**config.mk**
```make
export PLATFORM = sky130hd
export DESIGN_NAME = trigger_action_dispatcher
export DESIGN_NICKNAME = d
export VERILOG_FILES = /design/src/trigger_action_dispatcher_pkg.sv /design/src/trigger_action_dispatcher.sv
export VERILOG_INCLUDE_DIRS = /design/src /design/src/src
export SDC_FILE = /design/constraint.sdc
export NUM_CORES = 1
export LEC_CHECK = 0
export BUFFER_PORTS_ARGS = -buffer_cell sky130_fd_sc_hd__buf_2
export CAP_MARGIN = 20
export CORE_MARGIN = 2
export CORE_UTILIZATION = 45
export DETAILED_ROUTE_END_ITERATION = 10
export GPL_ROUTABILITY_DRIVEN = 0
export PLACE_DENSITY_LB_ADDON = 0.08
export SETUP_SLACK_MARGIN = 0.02
export SYNTH_ARGS = -nofsm -noshare
export SYNTH_HDL_FRONTEND = slang
export SYNTH_SLANG_ARGS = --single-unit
export TNS_END_PERCENT = 30
```
**constraint.sdc**
```tcl
create_clock -name sys_clk -period 3.05 [get_ports sys_clk]
set_input_delay 0.915 -clock sys_clk [delete_from_list [all_inputs] [get_ports sys_clk]]
set_output_delay 0.915 -clock sys_clk [all_outputs]
set_load 0.02 [all_outputs]
```
**src/trigger_action_dispatcher_regs.svh**
```systemverilog
// Purpose : named constants for the trigger action dispatcher
// Assumes : included by bare name from the design file
// Notes   : apb offsets, field positions and reset values
`ifndef TRIGGER_ACTION_DISPATCHER_REGS_SVH
`define TRIGGER_ACTION_DISPATCHER_REGS_SVH
// register byte offsets
`define TAD_CTRL_OFS     12'h000
`define TAD_STATE_OFS    12'h004
// control register fields
`define TAD_OP_LSB       0
`define TAD_OP_MSB       3
`define TAD_FXMUTE_BIT   4
`define TAD_FXBYP_BIT    5
// state register fields
`define TAD_DMUTE_BIT    0
`define TAD_CMUTE_BIT    1
`define TAD_DBYP_BIT     2
`define TAD_CBYP_BIT     3
`define TAD_ALT_BIT      4
`define TAD_FRZ_BIT      5
`define TAD_REV_BIT      6
`define TAD_LEVEL_BIT    7
// reset values
`define TAD_CTRL_RST     6'h00
`define TAD_ZERO32       32'h0000_0000
`endif

```
**src/trigger_action_dispatcher_pkg.sv**
```systemverilog
// Purpose : types for the trigger action dispatcher
// Assumes : nothing
// Notes   : operation codes follow the selection list order
package trigger_action_dispatcher_pkg;
   // selectable trigger operations
   typedef enum logic [3:0] {
      OP_DELAY_MUTE    = 4'h0,
      OP_COMB_MUTE     = 4'h1,
      OP_ALL_MUTE      = 4'h2,
      OP_DELAY_BYPASS  = 4'h3,
      OP_COMB_BYPASS   = 4'h4,
      OP_ALL_BYPASS    = 4'h5,
      OP_ALT_TOGGLE    = 4'h6,
      OP_GATED_FREEZE  = 4'h7,
      OP_GATED_REVERSE = 4'h8,
      OP_CLEAR_BUFFER  = 4'h9
   } op_type;
endpackage

```
**src/trigger_action_dispatcher.sv**
```systemverilog
// Purpose : turns jack or button triggers into effect mute/bypass/freeze actions
// Assumes : trigger_jack and trigger_button are asynchronous pins
// Notes   : apb slave with a control and a state register, zero wait states
//
// Contract
// - delay mute toggles delay mute
// - comb mute toggles comb mute
// - all mute toggles both mutes
// - all mute ignored while panel muted
// - delay bypass toggles delay bypass
// - comb bypass toggles comb bypass
// - all bypass toggles both bypasses
// - all bypass ignored while panel bypassed
// - alternation mode toggles stereo alternation
// - gated freeze follows trigger level
// - gated reverse follows trigger level
// - clear pulses both memory clears
`include "trigger_action_dispatcher_regs.svh"
module trigger_action_dispatcher (
   // clock and reset
   input  wire logic        sys_clk,
   input  wire logic        rstn,
   // trigger pins
   input  wire logic        trigger_jack,
   input  wire logic        trigger_button,
   // apb slave
   input  wire logic        psel,
   input  wire logic        penable,
   input  wire logic        pwrite,
   input  wire logic [11:0] paddr,
   input  wire logic [31:0] pwdata,
   output logic      [31:0] prdata,
   output logic             pready,
   output logic             pslverr,
   // effect controls
   output logic             delay_mute,
   output logic             comb_mute,
   output logic             delay_bypass,
   output logic             comb_bypass,
   output logic             stereo_alternation,
   output logic             delay_freeze,
   output logic             delay_reverse,
   output logic             comb_clear,
   output logic             delay_clear
);
   // three-stage synchronisers for both pins
   logic [2:0] jack_sync_r;
   logic [2:0] btn_sync_r;
   logic       level_r;        // filtered trigger level (jack or button)
   logic       level_nxt;
   logic       edge_w;         // rising edge of filtered level
   // control register
   logic [3:0] op_r;           // selected operation
   logic [3:0] op_nxt;
   logic       fx_mute_r;      // panel effect-enable mute
   logic       fx_mute_nxt;
   logic       fx_byp_r;       // panel effect-enable bypass
   logic       fx_byp_nxt;
   // action state
   logic       dmute_nxt;
   logic       cmute_nxt;
   logic       dbyp_nxt;
   logic       cbyp_nxt;
   logic       alt_nxt;
   logic       frz_nxt;
   logic       rev_nxt;
   logic       clr_nxt;
   // bus
   logic [31:0] prdata_nxt;
   logic        pready_nxt;
   logic        pslverr_nxt;
   logic        acc_w;         // access phase
   logic        hit_w;         // mapped address

   // synchronisers: first stage read only by second
   always_ff @(posedge sys_clk or negedge rstn) begin
      if (!rstn) begin
         jack_sync_r <= 3'h0;
         btn_sync_r  <= 3'h0;
      end else begin
         jack_sync_r <= {jack_sync_r[1:0], trigger_jack};
         btn_sync_r  <= {btn_sync_r[1:0], trigger_button};
      end
   end

   // level changes only once stages two and three agree
   always_comb begin
      level_nxt = level_r;
      if ((jack_sync_r[1] == jack_sync_r[2]) && (btn_sync_r[1] == btn_sync_r[2])) begin
         level_nxt = jack_sync_r[2] | btn_sync_r[2];
      end
   end
   assign edge_w = level_nxt & ~level_r;

   // apb decode and register writes
   assign acc_w = psel & penable;
   assign hit_w = (paddr == `TAD_CTRL_OFS) || (paddr == `TAD_STATE_OFS);
   always_comb begin
      op_nxt      = op_r;
      fx_mute_nxt = fx_mute_r;
      fx_byp_nxt  = fx_byp_r;
      prdata_nxt  = `TAD_ZERO32;
      pready_nxt  = 1'b0;
      pslverr_nxt = 1'b0;
      if (psel && !penable) begin
         // answer ready in the access cycle
         pready_nxt  = 1'b1;
         pslverr_nxt = ~hit_w;
         if (!pwrite && paddr == `TAD_CTRL_OFS) begin
            prdata_nxt[`TAD_OP_MSB:`TAD_OP_LSB] = op_r;
            prdata_nxt[`TAD_FXMUTE_BIT]         = fx_mute_r;
            prdata_nxt[`TAD_FXBYP_BIT]          = fx_byp_r;
         end else if (!pwrite && paddr == `TAD_STATE_OFS) begin
            prdata_nxt[`TAD_DMUTE_BIT] = delay_mute;
            prdata_nxt[`TAD_CMUTE_BIT] = comb_mute;
            prdata_nxt[`TAD_DBYP_BIT]  = delay_bypass;
            prdata_nxt[`TAD_CBYP_BIT]  = comb_bypass;
            prdata_nxt[`TAD_ALT_BIT]   = stereo_alternation;
            prdata_nxt[`TAD_FRZ_BIT]   = delay_freeze;
            prdata_nxt[`TAD_REV_BIT]   = delay_reverse;
            prdata_nxt[`TAD_LEVEL_BIT] = level_r;
         end
      end else if (acc_w && pready) begin
         // write takes effect at the completing edge
         if (pwrite && paddr == `TAD_CTRL_OFS) begin
            op_nxt      = pwdata[`TAD_OP_MSB:`TAD_OP_LSB];
            fx_mute_nxt = pwdata[`TAD_FXMUTE_BIT];
            fx_byp_nxt  = pwdata[`TAD_FXBYP_BIT];
         end
      end
   end

   // action dispatch: only the selected operation acts
   always_comb begin
      dmute_nxt = delay_mute;
      cmute_nxt = comb_mute;
      dbyp_nxt  = delay_bypass;
      cbyp_nxt  = comb_bypass;
      alt_nxt   = stereo_alternation;
      frz_nxt   = 1'b0;
      rev_nxt   = 1'b0;
      clr_nxt   = 1'b0;
      unique case (op_r)
         trigger_action_dispatcher_pkg::OP_DELAY_MUTE: begin
            if (edge_w) dmute_nxt = ~delay_mute;
         end
         trigger_action_dispatcher_pkg::OP_COMB_MUTE: begin
            if (edge_w) cmute_nxt = ~comb_mute;
         end
         trigger_action_dispatcher_pkg::OP_ALL_MUTE: begin
            if (edge_w && !fx_mute_r) begin
               dmute_nxt = ~delay_mute;
               cmute_nxt = ~comb_mute;
            end
         end
         trigger_action_dispatcher_pkg::OP_DELAY_BYPASS: begin
            if (edge_w) dbyp_nxt = ~delay_bypass;
         end
         trigger_action_dispatcher_pkg::OP_COMB_BYPASS: begin
            if (edge_w) cbyp_nxt = ~comb_bypass;
         end
         trigger_action_dispatcher_pkg::OP_ALL_BYPASS: begin
            if (edge_w && !fx_byp_r) begin
               dbyp_nxt = ~delay_bypass;
               cbyp_nxt = ~comb_bypass;
            end
         end
         trigger_action_dispatcher_pkg::OP_ALT_TOGGLE: begin
            if (edge_w) alt_nxt = ~stereo_alternation;
         end
         trigger_action_dispatcher_pkg::OP_GATED_FREEZE: begin
            frz_nxt = level_nxt;
         end
         trigger_action_dispatcher_pkg::OP_GATED_REVERSE: begin
            rev_nxt = level_nxt;
         end
         trigger_action_dispatcher_pkg::OP_CLEAR_BUFFER: begin
            clr_nxt = edge_w;
         end
         default: begin
            // unused codes do nothing
         end
      endcase
   end

   // registers; all states off at reset
   always_ff @(posedge sys_clk or negedge rstn) begin
      if (!rstn) begin
         level_r            <= 1'b0;
         op_r               <= 4'h0;
         fx_mute_r          <= 1'b0;
         fx_byp_r           <= 1'b0;
         delay_mute         <= 1'b0;
         comb_mute          <= 1'b0;
         delay_bypass       <= 1'b0;
         comb_bypass        <= 1'b0;
         stereo_alternation <= 1'b0;
         delay_freeze       <= 1'b0;
         delay_reverse      <= 1'b0;
         comb_clear         <= 1'b0;
         delay_clear        <= 1'b0;
         prdata             <= `TAD_ZERO32;
         pready             <= 1'b0;
         pslverr            <= 1'b0;
      end else begin
         level_r            <= level_nxt;
         op_r               <= op_nxt;
         fx_mute_r          <= fx_mute_nxt;
         fx_byp_r           <= fx_byp_nxt;
         delay_mute         <= dmute_nxt;
         comb_mute          <= cmute_nxt;
         delay_bypass       <= dbyp_nxt;
         comb_bypass        <= cbyp_nxt;
         stereo_alternation <= alt_nxt;
         delay_freeze       <= frz_nxt;
         delay_reverse      <= rev_nxt;
         comb_clear         <= clr_nxt;
         delay_clear        <= clr_nxt;
         prdata             <= prdata_nxt;
         pready             <= pready_nxt;
         pslverr            <= pslverr_nxt;
      end
   end

   // checks
   property p_dmute;
      @(posedge sys_clk) disable iff (!rstn)
      (edge_w && op_r == trigger_action_dispatcher_pkg::OP_DELAY_MUTE)
         |=> (delay_mute != $past(delay_mute)) && $stable(comb_mute);
   endproperty
   a_dmute: assert property (p_dmute) else $error("delay mute not toggled");

   property p_cmute;
      @(posedge sys_clk) disable iff (!rstn)
      (edge_w && op_r == trigger_action_dispatcher_pkg::OP_COMB_MUTE)
         |=> (comb_mute != $past(comb_mute)) && $stable(delay_mute);
   endproperty
   a_cmute: assert property (p_cmute) else $error("comb mute not toggled");

   property p_amute;
      @(posedge sys_clk) disable iff (!rstn)
      (edge_w && !fx_mute_r && op_r == trigger_action_dispatcher_pkg::OP_ALL_MUTE)
         |=> $changed(comb_mute) && $changed(delay_mute);
   endproperty
   a_amute: assert property (p_amute) else $error("all mute not toggled");

   property p_amute_blk;
      @(posedge sys_clk) disable iff (!rstn)
      (fx_mute_r && op_r == trigger_action_dispatcher_pkg::OP_ALL_MUTE)
         |=> $stable(comb_mute) && $stable(delay_mute);
   endproperty
   a_amute_blk: assert property (p_amute_blk) else $error("mute changed while panel muted");

   property p_dbyp;
      @(posedge sys_clk) disable iff (!rstn)
      (edge_w && op_r == trigger_action_dispatcher_pkg::OP_DELAY_BYPASS)
         |=> $changed(delay_bypass) && $stable(comb_bypass);
   endproperty
   a_dbyp: assert property (p_dbyp) else $error("delay bypass not toggled");

   property p_cbyp;
      @(posedge sys_clk) disable iff (!rstn)
      (edge_w && op_r == trigger_action_dispatcher_pkg::OP_COMB_BYPASS)
         |=> $changed(comb_bypass) && $stable(delay_bypass);
   endproperty
   a_cbyp: assert property (p_cbyp) else $error("comb bypass not toggled");

   property p_abyp;
      @(posedge sys_clk) disable iff (!rstn)
      (edge_w && op_r == trigger_action_dispatcher_pkg::OP_ALL_BYPASS)
         |=> (fx_byp_r ? $stable(comb_bypass) : $changed(comb_bypass))
             && (comb_bypass ^ delay_bypass) == $past(comb_bypass ^ delay_bypass);
   endproperty
   a_abyp: assert property (p_abyp) else $error("all bypass wrong");

   property p_alt;
      @(posedge sys_clk) disable iff (!rstn)
      $changed(stereo_alternation)
         |-> $past(op_r) == trigger_action_dispatcher_pkg::OP_ALT_TOGGLE && $past(edge_w);
   endproperty
   a_alt: assert property (p_alt) else $error("alternation toggled without trigger");

   property p_frz;
      @(posedge sys_clk) disable iff (!rstn)
      ##1 (delay_freeze == ($past(level_nxt)
         && $past(op_r) == trigger_action_dispatcher_pkg::OP_GATED_FREEZE));
   endproperty
   a_frz: assert property (p_frz) else $error("freeze not following trigger");

   // reverse equals the filtered level in the same cycle, falling edge included
   property p_rev;
      @(posedge sys_clk) disable iff (!rstn)
      (op_r == trigger_action_dispatcher_pkg::OP_GATED_REVERSE)
         |=> (delay_reverse == level_r);
   endproperty
   a_rev: assert property (p_rev) else $error("reverse not following trigger");

   property p_clr;
      @(posedge sys_clk) disable iff (!rstn)
      comb_clear |-> delay_clear ##1 !comb_clear;
   endproperty
   a_clr: assert property (p_clr) else $error("clear not a paired pulse");
endmodule // trigger_action_dispatcher

```
==> flow_summary.toml, run 1 <==
[synth]
yosysMostFrequentCell = "dfrtp_1"
yosys-top-cells-area = "dfrtp_1 51%, buf_4 12%, mux2_4 5.9%, mux2i_1 4.0%, xor2_1 3.5%"
synth_commonest_cells = "31 x dfrtp_1, 25 x buf_4, 7 x inv_1, 7 x nor2_1"
synthFlopType = "dfrtp_1"
synth_edf_count = 0
synth_cell_types = 30
ys_async_sr_fraction_pct = 100.0
syn_avg_cell_area_um2 = 11.52
synth_top_area_share_pct = 51.03
ys_seq_area_share_pct = 51.03
ys_ff_latch = 31
ys_warn_count = 0
synth_area_mm2 = 0.001520
yosysTopAreaCell = "dfrtp_1"
syn_inst = 132

[timing]
rsz0062_at_grt = "no"
finalHoldViolCount = 0
tns_ps = 0
slew_violations = 0
min_period_over_period_pct = 64.98
setup_viol = 0
timing.final.crit_period_ps = 1982
fmax_mhz = 504.6
slew_headroom_pct = 56.40
finClkSkew_ps = 5.130
worst_pin_slew_ps = 654.0

[power_and_ir_drop]
leakage_uw = 0.0009653
peakVddDrop_v = 0.0002268
p_per_area_mw_per_mm2 = 492.3
p_total_uw = 869.8

[grt]
antenna_found_initial = 0
grt.total_usage_pct = 14.43
grt_remaining_overflow = 0
grt_pass1_wl_um = 4333
grt_max_degree = 32
grt_pass1_vias = 963

[die]
initial_utilization_pct = 46.29
dieArea_mm2 = 0.003859
io_pins = 94
die_x_um = 62.12
row_count = 21
die_h_um = 62.12
coreArea_mm2 = 0.003284

[clock_network]
h-tree-depth = 2
cts_made_buffers = 5
clock_latency_ps = 330
cts_tree = "built"
post_cts_resized = 0
hold_buffers = 0
cts.sinks = 31
postCtsSetupRepairBufs = 0
root_buffer = "clkbuf_4"
clock_path_buffers = 2
clk_pin_slew_worst_paths_ps = 90

[drt]
via_per_inst = 4.482
wirelength_um = 2462
first_pass_iters = 4
vias = 1004
ant_nets = 0
drc = 0
wl_met2_um = 1200
drt_iter0_markers = 53
met3_length_um = 161
wire_per_inst_um = 10.99
met1Wirelength_um = 1013
top_layer_used = "met4"

[final_layout]
antenna-diode-count = 0
nNetsFinal = 228
syn2layout_area_growth_pct = 16.21
layout-drive-gt1-share_pct = 35.39
instances_no_fill = 224
fillers = 291

[setup_path]
reg2reg_depth = 3
worstSetupStartpointType = "input port"
worstPathMaxFanout = 6
crit_type = "in -> reg"
reg2reg_from = "op_r[3]$_DFFE_PN0P_"
crit_required_ps = 3260
crit_start = "paddr[7]"
cp.arrival_ps = 2200
cp-end-kind = "flop"
worstSetupEndpoint = "op_r[3]$_DFFE_PN0P_"
timing.rr.end = "comb_bypass$_DFFE_PN0P_"
rrSetupSlack_ps = 1530

[worst_hold_path]
hold_path.class = "reg -> reg"

[place]
port_buffers = 43
hpwl_um = 1979
dp_cells = 216

[outcome]
status = "complete, no violations"

[flow_run]
max-cap-violations = 0
## per-layer routing
| layer | up-vias | track usage [%] |
|---|---|---|
| met4 | 0 | 8.889 |
| met3 | 10 | 5.072 |
| li1 | 483 | - |
| met1 | 478 | 16.23 |
| met5 | - | 0 |
| met2 | 33 | 23.51 |
## power by group
group	total (uW)	switching, uW	internal, uW
clock network	326	132	194
logic	104	71.4	32.7
registers	440	14.3	426
total	870	218	652
## layout by cell type (no fill, tap or decap), types with 2 or more instances in the layout
cell      instances
xor2_1            6
clkbuf_4          5
nor2_1            7
and2_1            2
conb_1           24
mux2i_1           6
mux2_4            6
nor4_1            6
nor3b_1           2
dfrtp_1          31
nand2_1           6
buf_2            43
a21oi_1           5
nor3_1            4
inv_1             7
## worst max-delay path, cell delays in order
cell and delay (ps):
buf_2 90, or4_4 550, nor2b_4 160, nand3_4 150
mux2_4 330
## sequential cells by signal, indices dropped and copies added (netlist names), 3 cells and up
signal       count
prdata           8
op_r             4
btn_sync_r       3
jack_sync_r      3
## through the flow
step | util (%) | hold WS (ps) | cell area (um^2) | setup WS (ps)
after detailed placement | 51.16 | 337.3 | 1680 | 709.7
after global routing | 53.79 | 366.4 | 1767 | 1041
after CTS | 53.79 | 358.0 | 1767 | 1067
after global placement | 51.16 | 334.4 | 1680 | 728.7
final | 53.79 | 355.5 | 1767 | 1068
after floorplan | - | 331.2 | 1607 | 877.2
## cell type report
cell class | instances | area, um^2 | area share, %
Clock inverter | 2 | 35.03 | 1.983
Clock buffer | 6 | 51.30 | 2.904
Multi-Input combinational cell | 89 | 605.6 | 34.28
Sequential cell | 31 | 775.7 | 43.91
Inverter | 7 | 26.28 | 1.487
Timing Repair Buffer | 43 | 215.2 | 12.18
Tap cell | 46 | 57.56 | 3.258
## logic make-up after synthesis
group           count (synthesis)  share of synthesized area, %
xor+xnor                        7                         4.033
compound gates                  9                         4.033
flops                          31                         51.03
buf+inv                        35                         14.82
mux                            12                         9.877
other cells                     1                        0.2467
simple gates                   37                         15.97
## worst min path at each step
stage                                   startpoint                  endpoint  slack [ps]  cells past startpoint
after floorplan            btn_sync_r[0]$_DFF_PN0_   btn_sync_r[1]$_DFF_PN0_         330                      0
after global placement    jack_sync_r[0]$_DFF_PN0_  jack_sync_r[1]$_DFF_PN0_         330                      0
after detailed placement  jack_sync_r[0]$_DFF_PN0_  jack_sync_r[1]$_DFF_PN0_         340                      0
after CTS                 jack_sync_r[0]$_DFF_PN0_  jack_sync_r[1]$_DFF_PN0_         360                      0
after global routing      jack_sync_r[0]$_DFF_PN0_  jack_sync_r[1]$_DFF_PN0_         370                      0
final                     jack_sync_r[0]$_DFF_PN0_  jack_sync_r[1]$_DFF_PN0_         360                      0
No activity file was read; power rests on OpenSTA's default activity.
==> run 2: changes to the inputs <==
Settings changed: CORE_UTILIZATION 45 to 42.
Clock period 3.05 ns to 2.02 ns, I/O delays scaled along.
==> run 2 against run 1 <==
Compared with the run above: sequential cell count did not move; combinational power rose by 52%; critical path depth did not move; register-to-register slack got worse by 990 ps; final cell count fell by 0.45%; largest power group unchanged; clock power rose by 7.1%; hold slack got worse by 51 ps; total power rose by 35%; routed wire length fell by 4.1%; clock skew barely moved; first-iteration DRC count did not move.
==> flow_summary.toml, run 2 (synthesis gave the netlist of run 1 again) <==
[timing]
fmax_mhz = 595.6
setup_viol = 0
rsz0062_at_grt = "no"
tns_ps = 0
finalHoldViolCount = 0
slew_violations = 0
slew_headroom_pct = 56.53
finClkSkew_ps = 5.480
timing.final.crit_period_ps = 1679
min_period_over_period_pct = 83.12
worst_pin_slew_ps = 652.1
whs_ps = 304.1

[final_layout]
top_register = "prdata"
fillers = 332
syn2layout_area_growth_pct = 14.24
seq_area_um2 = 775.7
layout_commonest_cell = "buf_2"
nNetsFinal = 228
instances_no_fill = 223
antenna-diode-count = 0
largest_reg_flops = 8
finalInstanceArea_mm2 = 0.001737
layout_common_cells = "43 x buf_2, 31 x dfrtp_1, 24 x conb_1, 7 x inv_1, 7 x nor2_1"
largestRegisters = "prdata: 8 flops, op_r: 4 flops"
multi_input_area_um2 = 605.6
layout-drive-gt1-share_pct = 35.03

[place]
hpwl_um = 1863
place_area_mm2 = 0.001680
port_buffers = 43
dp_cells = 216

[power_and_ir_drop]
power_frac_clock_pct = 29.8
p_per_area_mw_per_mm2 = 674.0
swShare_pct = 27.15
peakVddDrop_v = 0.0003018
intPower_uw = 852.7
combPwrFrac_pct = 13.5
pwr-share-seq_pct = 56.7
switching_power_uw = 317.8
leakage_uw = 0.0009511

[drt]
wire_per_inst_um = 10.59
ant_nets = 0
first_pass_iters = 4
drc = 0
drt_iter0_markers = 53
met1Wirelength_um = 1001
top_layer_used = "met4"
vias = 998
wirelength_um = 2362
met3_length_um = 232
wl_met2_um = 1088
via_per_inst = 4.475

[clock_network]
postCtsSetupRepairBufs = 0
clock_latency_ps = 320
clk_pin_slew_worst_paths_ps = 90
root_buffer = "clkbuf_4"
hold_buffers = 0
clock_path_buffers = 2
cts.sinks = 31
cts_made_buffers = 5
post_cts_resized = 0
h-tree-depth = 2
cts_tree = "built"

[setup_path]
worstSetupStartpointType = "input port"
cp-end-kind = "flop"
crit_chain = "buf_2, or4_4, nor2b_4, nand3_4, mux2_4"
crit_type = "in -> reg"
worstPathMaxFanout = 6
critPathBufInv = 1
cp.arrival_ps = 1890
cp_top_family = "simple AND/OR/NAND/NOR gates"
slowest_delay_ps = 550
crit_required_ps = 2230
slowest_stage = "or4_4"

[grt]
grt_remaining_overflow = 0
grt_max_degree = 32
grt.total_usage_pct = 13.37
grt_pass1_wl_um = 4119
grt_pass1_vias = 916
antenna_found_initial = 0

[die]
initial_utilization_pct = 44.51
die_h_um = 64.16
die_x_um = 64.16
dieArea_mm2 = 0.004117
io_pins = 94
coreArea_mm2 = 0.003416
row_count = 21

[flow_run]
max-cap-violations = 0

[worst_hold_path]
hold_path.class = "in -> async"

[outcome]
status = "complete, no violations"
==> run 2: power groups by stage <==
| stage | Sequential (uW) | Clock, uW | Combinational [uW] |
|---|---|---|---|
| 2_1_floorplan | 687 | 0 | 123 |
| 3_3_place_gp | 675 | 0 | 157 |
| 3_5_place_dp | 676 | 0 | 159 |
| 4_1_cts | 664 | 366 | 160 |
| 5_1_grt | 668 | 404 | 175 |
| 6_report | 663 | 349 | 158 |
==> run 2: final timing paths <==
kind | from | endpoint | slack (ps) | cells after the start
setup / recovery | paddr[7] | op_r[3]$_DFFE_PN0P_ | 340 | 5
hold reg to reg | jack_sync_r[0]$_DFF_PN0_ | jack_sync_r[1]$_DFF_PN0_ | 360 | 0
max in group asynchronous | rstn | op_r[3]$_DFFE_PN0P_ | 1290 | 1
min in group sys_clk | jack_sync_r[0]$_DFF_PN0_ | jack_sync_r[1]$_DFF_PN0_ | 360 | 0
hold / removal | rstn | prdata[5]$_DFF_PN0_ | 300 | 1
setup reg to reg | jack_sync_r[1]$_DFF_PN0_ | comb_mute$_DFFE_PN0P_ | 540 | 4
==> run 2: per-stage QoR <==
stage	setup slack, ps	total power (uW)	utilization (%)
finish	340.9	1171	50.84
global route	318.3	1246	50.84
CTS	353.8	1190	50.84
detailed placement	-0.5307	834.8	49.19
global placement	8.940	832.0	49.19
floorplan	156.2	809.9	-
==> run 2: cell type report <==
type,count,share of cell area (%)
Clock buffer,6,2.954
Clock inverter,1,0.2882
Inverter,7,1.513
Multi-Input combinational cell,89,34.87
Sequential cell,31,44.67
Tap cell,46,3.314
Timing Repair Buffer,43,12.39
==> run 2: worst reg2reg max path: stages (launching register included) <==
cell      delay, ps
dfrtp_1         440
and4bb_1        230
a31oi_1         400
nor4_1          130
xor2_1          160
==> run 2: per-layer routing <==
layer / vias up / global-route usage (%)
met4: 0 / 4.787
li1: 484 / -
met2: 48 / 20.70
met5: - / 0
met3: 6 / 5.986
met1: 460 / 16.50
